[src/include/bpp_defines.vh]
// Shared constants for the battery pack protection control block
`ifndef BPP_DEFINES_VH
`define BPP_DEFINES_VH

// ****************************************
// Clock and timing
// ****************************************
`define BPP_CLK_HZ 10000000
// Undervoltage shutdown wait, seconds
`define BPP_UV_SHDN_S 8
`define BPP_UV_SHDN_CYC (`BPP_UV_SHDN_S * `BPP_CLK_HZ)
// Tick of the delay counters: 20 us per tick
`define BPP_TICK_US 20
`define BPP_TICK_CYC ((`BPP_TICK_US * `BPP_CLK_HZ) / 1000000)
`define BPP_DLY_W 24

// ****************************************
// Discharge overcurrent threshold codes
// ****************************************
`define BPP_OCD_LO_MIN_MV 25
`define BPP_OCD_LO_STEP_MV 5
`define BPP_OCD_HI_MIN_MV 125
`define BPP_OCD_HI_STEP_MV 25
`define BPP_OCD_CODE_MAX 4'hF

// ****************************************
// Fault vector bit positions
// ****************************************
`define BPP_F_OV 0
`define BPP_F_UV 1
`define BPP_F_OCD 2
`define BPP_F_SCD 3
`define BPP_F_SCC 4
`define BPP_NF 5

`endif

[src/hw/bpp_ctrl.v]
// Battery pack protection control: power modes, FET enables, fault recovery
`timescale 1ns/1ps
`include "bpp_defines.vh"

module bpp_ctrl (
  // Clock and reset
  input wire clock_i,
  input wire sys_rst_i,
  // Comparator outputs
  input wire charger_sense_pin_i,
  input wire pack_negative_sense_pin_i,
  input wire cell_ov_i,
  input wire cell_ov_rel_i,
  input wire cell_uv_i,
  input wire cell_uv_hyst_i,
  input wire ocd_i,
  input wire scd_i,
  input wire scc_i,
  input wire hw_fault_i,
  // Nonvolatile configuration
  input wire [`BPP_DLY_W-1:0] ov_delay_i,
  input wire [`BPP_DLY_W-1:0] uv_delay_i,
  input wire [`BPP_DLY_W-1:0] ocd_delay_i,
  input wire [`BPP_DLY_W-1:0] scd_delay_i,
  input wire [`BPP_DLY_W-1:0] scc_delay_i,
  input wire ocd_range_high_i,
  input wire [3:0] ocd_code_i,
  input wire short_overcurrent_recovery_select_i,
  input wire uv_recovery_select_i,
  input wire undervoltage_shutdown_enable_i,
  // Outputs
  output reg charge_fet_enable_o,
  output reg discharge_fet_enable_o,
  output reg regulator_enable_o,
  output reg shutdown_o,
  output reg charger_present_o,
  output reg load_removed_o,
  output reg [8:0] ocd_threshold_mv_o,
  output reg [`BPP_NF-1:0] fault_latched_o
);

  // ****************************************
  // Power mode state machine codes
  // ****************************************
  localparam ST_ACTIVE = 2'b01;
  localparam ST_SHDN = 2'b10;

  // Full-width constants, cut on purpose to the counter widths
  localparam [31:0] TICK_LAST_W = `BPP_TICK_CYC - 1;
  localparam [31:0] UV_SHDN_W = `BPP_UV_SHDN_CYC;
  localparam [`BPP_DLY_W-1:0] TICK_LAST = TICK_LAST_W[`BPP_DLY_W-1:0];
  localparam [27:0] UV_SHDN_CYC = UV_SHDN_W[27:0];

  reg [1:0] state_reg;
  reg [1:0] state_next;
  reg [`BPP_DLY_W-1:0] tick_cnt_reg;
  reg tick_reg;
  reg [27:0] uv_cnt_reg;
  wire [`BPP_NF-1:0] qual;
  wire [`BPP_NF-1:0] cond;
  wire [`BPP_DLY_W-1:0] delays [0:`BPP_NF-1];
  wire active;
  wire uv_long;
  reg [`BPP_NF-1:0] fault_next;
  wire [31:0] thr_hi_full;
  wire [31:0] thr_lo_full;

  assign active = state_reg[0];

  // ****************************************
  // Tick divider for delay counters
  // ****************************************
  // Coarse tick keeps counters narrow; resolution is one tick
  always @(posedge clock_i) begin
    if (sys_rst_i || !active) begin
      tick_cnt_reg <= {`BPP_DLY_W{1'b0}};
      tick_reg <= 1'b0;
    end else if (tick_cnt_reg == TICK_LAST) begin
      tick_cnt_reg <= {`BPP_DLY_W{1'b0}};
      tick_reg <= 1'b1;
    end else begin
      tick_cnt_reg <= tick_cnt_reg + {{(`BPP_DLY_W-1){1'b0}}, 1'b1};
      tick_reg <= 1'b0;
    end
  end

  // ****************************************
  // Fault persistence qualifiers
  // ****************************************
  // Monitoring is gated off in shutdown, live in every active state
  assign cond[`BPP_F_OV] = active & cell_ov_i;
  assign cond[`BPP_F_UV] = active & cell_uv_i;
  assign cond[`BPP_F_OCD] = active & ocd_i;
  assign cond[`BPP_F_SCD] = active & scd_i;
  assign cond[`BPP_F_SCC] = active & scc_i;
  assign delays[`BPP_F_OV] = ov_delay_i;
  assign delays[`BPP_F_UV] = uv_delay_i;
  assign delays[`BPP_F_OCD] = ocd_delay_i;
  assign delays[`BPP_F_SCD] = scd_delay_i;
  assign delays[`BPP_F_SCC] = scc_delay_i;

  genvar gi;
  generate
    for (gi = 0; gi < `BPP_NF; gi = gi + 1) begin : g_persist
      bpp_persist u_persist (
        .clock_i(clock_i),
        .sys_rst_i(sys_rst_i),
        .tick_i(tick_reg),
        .delay_i(delays[gi]),
        .cond_i(cond[gi]),
        .qualified_o(qual[gi])
      );
    end
  endgenerate

  // ****************************************
  // Fault latches and recovery
  // ****************************************
  // A fresh trip wins over a recovery in the same cycle
  always @* begin
    fault_next = fault_latched_o;
    if (!cell_ov_rel_i) begin
      fault_next[`BPP_F_OV] = 1'b0;
    end
    if (!cell_uv_hyst_i && (!uv_recovery_select_i || load_removed_o)) begin
      fault_next[`BPP_F_UV] = 1'b0;
    end
    if (load_removed_o && (!short_overcurrent_recovery_select_i || charger_present_o)) begin
      fault_next[`BPP_F_OCD] = 1'b0;
      fault_next[`BPP_F_SCD] = 1'b0;
    end
    if (!charger_present_o) begin
      fault_next[`BPP_F_SCC] = 1'b0;
    end
    fault_next = fault_next | qual;
  end

  always @(posedge clock_i) begin
    if (sys_rst_i || state_reg == ST_SHDN) begin
      fault_latched_o <= {`BPP_NF{1'b0}};
    end else begin
      fault_latched_o <= fault_next;
    end
  end

  // ****************************************
  // Charger and load-removal detection
  // ****************************************
  always @(posedge clock_i) begin
    if (sys_rst_i) begin
      charger_present_o <= 1'b0;
      load_removed_o <= 1'b0;
    end else begin
      charger_present_o <= charger_sense_pin_i;
      load_removed_o <= !discharge_fet_enable_o && pack_negative_sense_pin_i;
    end
  end

  // ****************************************
  // Undervoltage shutdown timer
  // ****************************************
  // Counts cycles with any cell below UV plus hysteresis
  assign uv_long = (uv_cnt_reg >= UV_SHDN_CYC);

  always @(posedge clock_i) begin
    if (sys_rst_i || !active || !cell_uv_hyst_i || !undervoltage_shutdown_enable_i) begin
      uv_cnt_reg <= 28'h0000000;
    end else if (!uv_long) begin
      uv_cnt_reg <= uv_cnt_reg + 28'h0000001;
    end
  end

  // ****************************************
  // Power mode state machine
  // ****************************************
  always @* begin
    case (state_reg)
      ST_ACTIVE: begin
        if (uv_long) begin
          state_next = ST_SHDN;
        end else begin
          state_next = ST_ACTIVE;
        end
      end
      ST_SHDN: begin
        if (charger_sense_pin_i) begin
          state_next = ST_ACTIVE;
        end else begin
          state_next = ST_SHDN;
        end
      end
      default: state_next = ST_ACTIVE;
    endcase
  end

  always @(posedge clock_i) begin
    if (sys_rst_i) begin
      state_reg <= ST_ACTIVE;
    end else begin
      state_reg <= state_next;
    end
  end

  // ****************************************
  // FET and regulator outputs
  // ****************************************
  // Registered drivers; hardware faults force both FETs off
  // OV blocks only charge and UV only discharge, so the pack can leave the limit
  always @(posedge clock_i) begin
    if (sys_rst_i) begin
      charge_fet_enable_o <= 1'b0;
      discharge_fet_enable_o <= 1'b0;
      regulator_enable_o <= 1'b0;
      shutdown_o <= 1'b0;
    end else begin
      regulator_enable_o <= (state_next == ST_ACTIVE);
      shutdown_o <= (state_next == ST_SHDN);
      charge_fet_enable_o <= (state_next == ST_ACTIVE) && !hw_fault_i &&
        !(fault_next[`BPP_F_OV] | fault_next[`BPP_F_OCD] | fault_next[`BPP_F_SCD] |
          fault_next[`BPP_F_SCC]);
      discharge_fet_enable_o <= (state_next == ST_ACTIVE) && !hw_fault_i &&
        !(fault_next[`BPP_F_UV] | fault_next[`BPP_F_OCD] | fault_next[`BPP_F_SCD] |
          fault_next[`BPP_F_SCC]);
    end
  end

  // ****************************************
  // Overcurrent threshold decode
  // ****************************************
  // Sums kept at full width, then cut; a four-bit code cannot pass either range top
  assign thr_hi_full = `BPP_OCD_HI_MIN_MV + `BPP_OCD_HI_STEP_MV * ocd_code_i;
  assign thr_lo_full = `BPP_OCD_LO_MIN_MV + `BPP_OCD_LO_STEP_MV * ocd_code_i;

  always @(posedge clock_i) begin
    if (sys_rst_i) begin
      ocd_threshold_mv_o <= 9'h019;
    end else if (ocd_range_high_i) begin
      ocd_threshold_mv_o <= thr_hi_full[8:0];
    end else begin
      ocd_threshold_mv_o <= thr_lo_full[8:0];
    end
  end

endmodule

[src/hw/bpp_persist.v]
// Persistence qualifier: condition must hold for a delay before acting
`timescale 1ns/1ps
`include "bpp_defines.vh"

module bpp_persist (
  // Clock and reset
  input wire clock_i,
  input wire sys_rst_i,
  // Timing
  input wire tick_i,
  input wire [`BPP_DLY_W-1:0] delay_i,
  // Condition and result
  input wire cond_i,
  output reg qualified_o
);

  reg [`BPP_DLY_W-1:0] count_reg;

  // Count ticks while condition holds; restart on any gap
  always @(posedge clock_i) begin
    if (sys_rst_i) begin
      count_reg <= {`BPP_DLY_W{1'b0}};
      qualified_o <= 1'b0;
    end else if (!cond_i) begin
      count_reg <= {`BPP_DLY_W{1'b0}};
      qualified_o <= 1'b0;
    end else if (count_reg >= delay_i) begin
      qualified_o <= 1'b1;
    end else if (tick_i) begin
      count_reg <= count_reg + {{(`BPP_DLY_W-1){1'b0}}, 1'b1};
    end
  end

endmodule

[config.mk]
export PLATFORM = sky130hd
export DESIGN_NAME = bpp_ctrl
export DESIGN_NICKNAME = d
export VERILOG_FILES = /design/src/hw/bpp_ctrl.v /design/src/hw/bpp_persist.v
export VERILOG_INCLUDE_DIRS = /design/src /design/src/include
export SDC_FILE = /design/constraint.sdc
export NUM_CORES = 1
export LEC_CHECK = 0
export ABC_AREA = 0
export BUFFER_PORTS_ARGS = -buffer_cell sky130_fd_sc_hd__buf_2
export CAP_MARGIN = 40
export CORE_MARGIN = 4
export CORE_UTILIZATION = 60
export DETAILED_ROUTE_END_ITERATION = 16
export PLACE_DENSITY = 0.82
export SLEW_MARGIN = 20
export SYNTH_ARGS = -nofsm -noshare
export SYNTH_HDL_FRONTEND = slang
export SYNTH_SLANG_ARGS = --single-unit
[constraint.sdc]
create_clock -name clock_i -period 4.9 [get_ports clock_i]
set_input_delay 0.735 -clock clock_i [delete_from_list [all_inputs] [get_ports clock_i]]
set_output_delay 0.735 -clock clock_i [all_outputs]
set_load 0.03 [all_outputs]
Word-level counts from Yosys, hierarchy flattened
Cells that the tools add are included.
{ "op_classes": {"add_sub_neg": 9, "mul": 2, "magnitude_cmp": 6, "eq_ne": 5, "muxes": 9, "n_bitwise": 22, "reduce_logical": 32} }
{ "ops": {"columns": ["op", "count"], "rows": [
  ["$add A24 B1 Y24 const B", 6],
  ["$ge A24 B24 Y1", 5],
  ["$add A28 B1 Y28 const B", 1],
  ["$ge A28 B27 Y1 const B", 1],
  ["$eq A24 B8 Y1 const B", 1],
  ["$reduce_or A2 Y1", 6],
  ["$not A1 Y1", 10],
  ["$reduce_and A2 Y1", 5],
  ["$add A7 B9 Y9 const A", 1],
  ["$logic_not A1 Y1", 9],
  ["$mul A5 B4 Y9 const A", 1],
  ["$mux W9", 1],
  ["$add A5 B7 Y8 const A", 1],
  ["$mul A3 B4 Y7 const A", 1],
  ["$logic_and A1 B1 Y1", 6],
  ["$logic_or A1 B1 Y1", 6],
  ["$mux W2", 3],
  ["$or A1 B1 Y1", 6],
  ["$and A1 B1 Y1", 5],
  ["$or A5 B5 Y5", 1],
  ["$eq A2 B1 Y1 const B", 2],
  ["$eq A2 B2 Y1 const B", 2],
  ["$mux W1", 4],
  ["$pmux W2 S2", 1]
]} }
{ "word_totals": {"reg_bits": 200, "output_inout_bits": 20} }

Logic depth before layout (Yosys ltp)
{ "depth": {"ltp_word": 10, "ltp_mapped": 12} }

Cells and area by module
From an unflattened synthesis, not the netlist that was laid out.
{ "hier_totals": {"hier_cells": 1647, "area_unflattened_um2": 13514.2} }
{ "modules_own_cells": {"columns": ["mod", "n_inst", "cells_per_inst", "area_per_inst_um2", "seq_area_each_um2"], "rows": [
  ["bpp_persist", 5, 236, 1906.8, 500.5],
  ["bpp_ctrl", 1, 467, 3980.1, 1501.4]
]} }

Worst setup path before layout
OpenSTA, ideal clock, no wires.
{ "synth_path": {"kind": "input port to flip-flop", "from": "input scd_delay_i[2]", "to": "register g_persist[3].u_persist.count_reg[16]", "setup_ns": 0.070, "t_arrival_ns": 3.031, "t_required_ns": 4.830, "path_slack_ns": 1.798, "path_stages": 10, "path_buffers": 1, "path_cell_list": "inv_1 > ha_1 > and3_1 > o21ai_0 > a31oi_1 > o311a_1 > or4_1 > buf_2 > or4_1 > a21oi_1"} }
{ "synth_via": {"elab_chain_cells": 3} }
{ "synth_rtl": {"columns": ["element", "line_no", "text"], "rows": [
  ["start, declared", "bpp_ctrl.v:24", "input wire [`BPP_DLY_W-1:0] scd_delay_i,"],
  ["$ge A24 B24 Y1", "bpp_persist.v:27", "end else if (count_reg >= delay_i) begin"],
  ["$not A1 Y1 (no source line)", null, null],
  ["$reduce_and A2 Y1 (no source line)", null, null],
  ["end signal, assigned", "bpp_persist.v:22", "count_reg <= {`BPP_DLY_W{1'b0}};"],
  ["end signal, assigned", "bpp_persist.v:25", "count_reg <= {`BPP_DLY_W{1'b0}};"],
  ["end signal, assigned", "bpp_persist.v:30", "count_reg <= count_reg + {{(`BPP_DLY_W-1){1'b0}}, 1'b1};"],
  ["end, declared", "bpp_persist.v:17", "reg [`BPP_DLY_W-1:0] count_reg;"]
]} }
No other way between the ends.
A chain may end at the register's enable or synchronous reset.

Final worst setup path
{ "layout_path": {"from": "register g_persist[4].u_persist.count_reg[0]", "to": "register g_persist[4].u_persist.count_reg[7]"} }
{ "layout_via": {"elab_chain_cells": 3} }
{ "layout_rtl": {"columns": ["element", "line_no"], "rows": [
  ["start, declared", "bpp_persist.v:17"],
  ["start signal, assigned", "bpp_persist.v:22"],
  ["start signal, assigned", "bpp_persist.v:25"],
  ["start signal, assigned", "bpp_persist.v:30"],
  ["$ge A24 B24 Y1", "bpp_persist.v:27"],
  ["$not A1 Y1 (no source line)", null],
  ["$reduce_and A2 Y1 (no source line)", null]
]} }
Several ways; a longest one is shown, not always the timed one.

==> flow_summary.yaml <==
critical_path:
  critPathLaunchType: "register"
  path_class: "register to register"
  crit_start: "g_persist[4].u_persist.count_reg[0]$_SDFFE_PP0P_"
  worstReg2RegStart: "g_persist[4].u_persist.count_reg[0]$_SDFFE_PP0P_"
  critPathCaptureType: "register"
  cp.arrival_ps: 3720
  r2r-end: "g_persist[4].u_persist.count_reg[7]$_SDFFE_PP0P_"
  cp-endpoint: "g_persist[4].u_persist.count_reg[7]$_SDFFE_PP0P_"
  critPathRequiredTime_ps: 5250
  reg2reg_depth: 9
  crit_fanout: 16
  regToRegSetupSlack_ps: 1530
sta:
  layout_min_cycle_time_ps: 3370
  hold_viol_final: 0
  fmax_mhz: 297
  worstMarginPinSlew_ps: 779
  layout_setup_ws_ps: 1530
  fin_worst_skew_ps: 10.8
  slew_viol_final: 0
  slew_headroom_pct: 48.0
  finalSetupTns_ps: 0
  final-setup-viol-count: 0
  min_period_over_period_pct: 68.8
  rsz0062_at_grt: "false"
floorplan:
  die_h_um: 153
  fp-row-count: 52
  die_width_um: 153
  io_pins: 160
  fp.coreArea_um2: 20400
  start_util_pct: 61.7
  fp.dieArea_um2: 23400
placed_design:
  portBuffers: 159
  post-place-cells: 1953
  dpl_worst_slack_ps: 1240
  place_congestion: 0.850
  place_hpwl_um: 22100
finish:
  final_common_cell: "dfxtp_1"
  drive_gt1_share_pct: 12.3
  area_delta_synth_final_pct: 12.9
  final_nets: 1997
  largest_reg_flops: 120
  finish.utilization_pct: 69.6
  register_area_um2: 4000
  layout.cells.non_filler: 1990
  final_cell_mix: "dfxtp_1, inv_1, buf_2"
  multi_input_area_um2: 7820
  fillCellCount: 1652
cts:
  cts_resized: 0
  clk_path_buf_depth: 2
  clk_pin_slew_ps: 70
  htree_levels: 4
  cts_num_sinks: 200
  root_buffer: "clkbuf_16"
  postCtsSetupBuffers: 0
  clk_latency_ps: 430
  cts_buffers: 17
  holdBufCountCts: 0
  tritoncts: "yes"
power:
  p_total_w: 0.00330
  pwr_density_cell_nw_per_um2: 232
  p_clk_share_pct: 40.5
  p_leak_nw: 6.13
  vdd_drop_max_uv: 230
  p_comb_share_pct: 9.6
  p_sw_share_pct: 25.6
  internal-power_w: 0.00245
  p_sw_w: 0.000845
  seqPwrFrac_pct: 49.8
synthesis:
  syn_nets: 1851
  synth-async-reset-ratio_pct: 0
  syn-instance-count: 1559
  ys_warn_count: 0
  synth_seq_cells: 200
  synth_cell_types: 67
  ys.flop_type: "dfxtp_1"
  yosysSeqAreaShare_pct: 31.8
  netlist_area_um2: 12600
  synth_edf_count: 0
  syn_avg_cell_area_um2: 8.08
global_route:
  grt_pass1_vias: 11000
  antenna_found_initial: 4
  grt.total_usage_pct: 24.7
  grt_max_degree: 40
  grt_overflow: 0
  grt_pass1_wl_um: 50000
detailed_routing:
  drc: 0
  wirelength_um: 29400
  viasPerCell: 5.85
  drtPass1Iterations: 5
  initialDrtViolationCount: 643
  ant_nets: 0
  vias: 11700
  avgRoutedWirePerCell_um: 14.8
hold_path:
  hp-class: "register to register"
run:
  cap_violations: 0
status:
  status: "complete, no violations"
-- cell usage after synthesis, types with 3 or more instances --
cell type | instances | area (um2)
nand4_1 | 65 | 407
nand3_1 | 63 | 315
nand2b_1 | 18 | 113
nor3b_1 | 5 | 37.5
nor2_1 | 128 | 480
a211oi_1 | 4 | 30.0
dfxtp_1 | 200 | 4000
nor4b_1 | 3 | 26.3
and4_1 | 14 | 123
o41ai_1 | 9 | 78.8
o311ai_0 | 6 | 52.6
buf_1 | 5 | 18.8
o211ai_1 | 5 | 37.5
and2_1 | 9 | 56.3
ha_1 | 150 | 1880
nand2_1 | 122 | 458
o21a_1 | 12 | 90.1
xor2_1 | 43 | 377
inv_1 | 161 | 604
a21oi_1 | 126 | 631
or3_1 | 38 | 238
clkbuf_1 | 37 | 139
a211o_1 | 4 | 35.0
and3_1 | 33 | 206
nor4_1 | 21 | 131
o31ai_1 | 27 | 203
mux2i_1 | 13 | 130
nor3_1 | 36 | 180
or4_1 | 32 | 240
o21ai_0 | 54 | 270
a21o_1 | 8 | 60.1
xnor2_1 | 46 | 403
nor2b_1 | 11 | 68.8
and2_0 | 4 | 25.0
a31oi_1 | 4 | 25.0
-- critical path, stage by stage, from the launching register on --
cell and delay (ps):
dfxtp_1 460, inv_1 70, ha_1 270, nand2b_4 140
a2111oi_2 360, o31ai_1 160, a2111oi_4 650, nand2_1 430
or4_1 600, a21oi_1 140
-- logic make-up after synthesis --
group,synth area share (%)
flops,31.8
mux,1.03
compound gates,14.1
xor+xnor,6.19
fa+ha+maj,15.2
buf+inv,6.13
simple gates,25.5
-- cell type report --
type / count / area share, %
Sequential cell: 200 / 28.2
Inverter: 161 / 4.25
Antenna cell: 2 / 0.0352
Clock buffer: 19 / 3.11
Timing Repair Buffer: 171 / 6.27
Multi-Input combinational cell: 1154 / 55.0
Tap cell: 270 / 2.38
Clock inverter: 13 / 0.792
-- per-layer routing --
metal	track usage (%)	share of wire [%]
met1	32.0	44
met3	5.15	5.8
met2	41.0	47
met5	0	0.092
met4	8.53	2.7
-- per-stage QoR --
step           hold slack (ps)  area (um2)
2_1_floorplan              418       12600
3_3_place_gp               404       13600
3_5_place_dp               406       13600
4_1_cts                    418       14200
5_1_grt                    430       14200
6_report                   415       14200
-- power by group through the flow --
| stage | registers [W] | clock network [W] | logic, W |
|---|---|---|---|
| finish | 0.00164 | 0.00134 | 0.000318 |
| global route | 0.00164 | 0.00143 | 0.000360 |
| CTS | 0.00164 | 0.00136 | 0.000316 |
| detailed placement | 0.00168 | 0 | 0.000311 |
| global placement | 0.00168 | 0 | 0.000299 |
| floorplan | 0.00170 | 0 | 0.000176 |
-- worst min-delay path by stage --
stage | cells after the start | startpoint | to | slack (ps)
after CTS | 1 | discharge_fet_enable_o$_SDFF_PP0_ | load_removed_o$_SDFF_PP0_ | 420
after global placement | 1 | discharge_fet_enable_o$_SDFF_PP0_ | load_removed_o$_SDFF_PP0_ | 400
after floorplan | 1 | tick_cnt_reg[0]$_SDFF_PP0_ | tick_cnt_reg[0]$_SDFF_PP0_ | 420
final | 1 | discharge_fet_enable_o$_SDFF_PP0_ | load_removed_o$_SDFF_PP0_ | 410
after detailed placement | 1 | discharge_fet_enable_o$_SDFF_PP0_ | load_removed_o$_SDFF_PP0_ | 410
after global routing | 1 | discharge_fet_enable_o$_SDFF_PP0_ | load_removed_o$_SDFF_PP0_ | 430
Note: power is estimated with default switching activity, not from simulation.
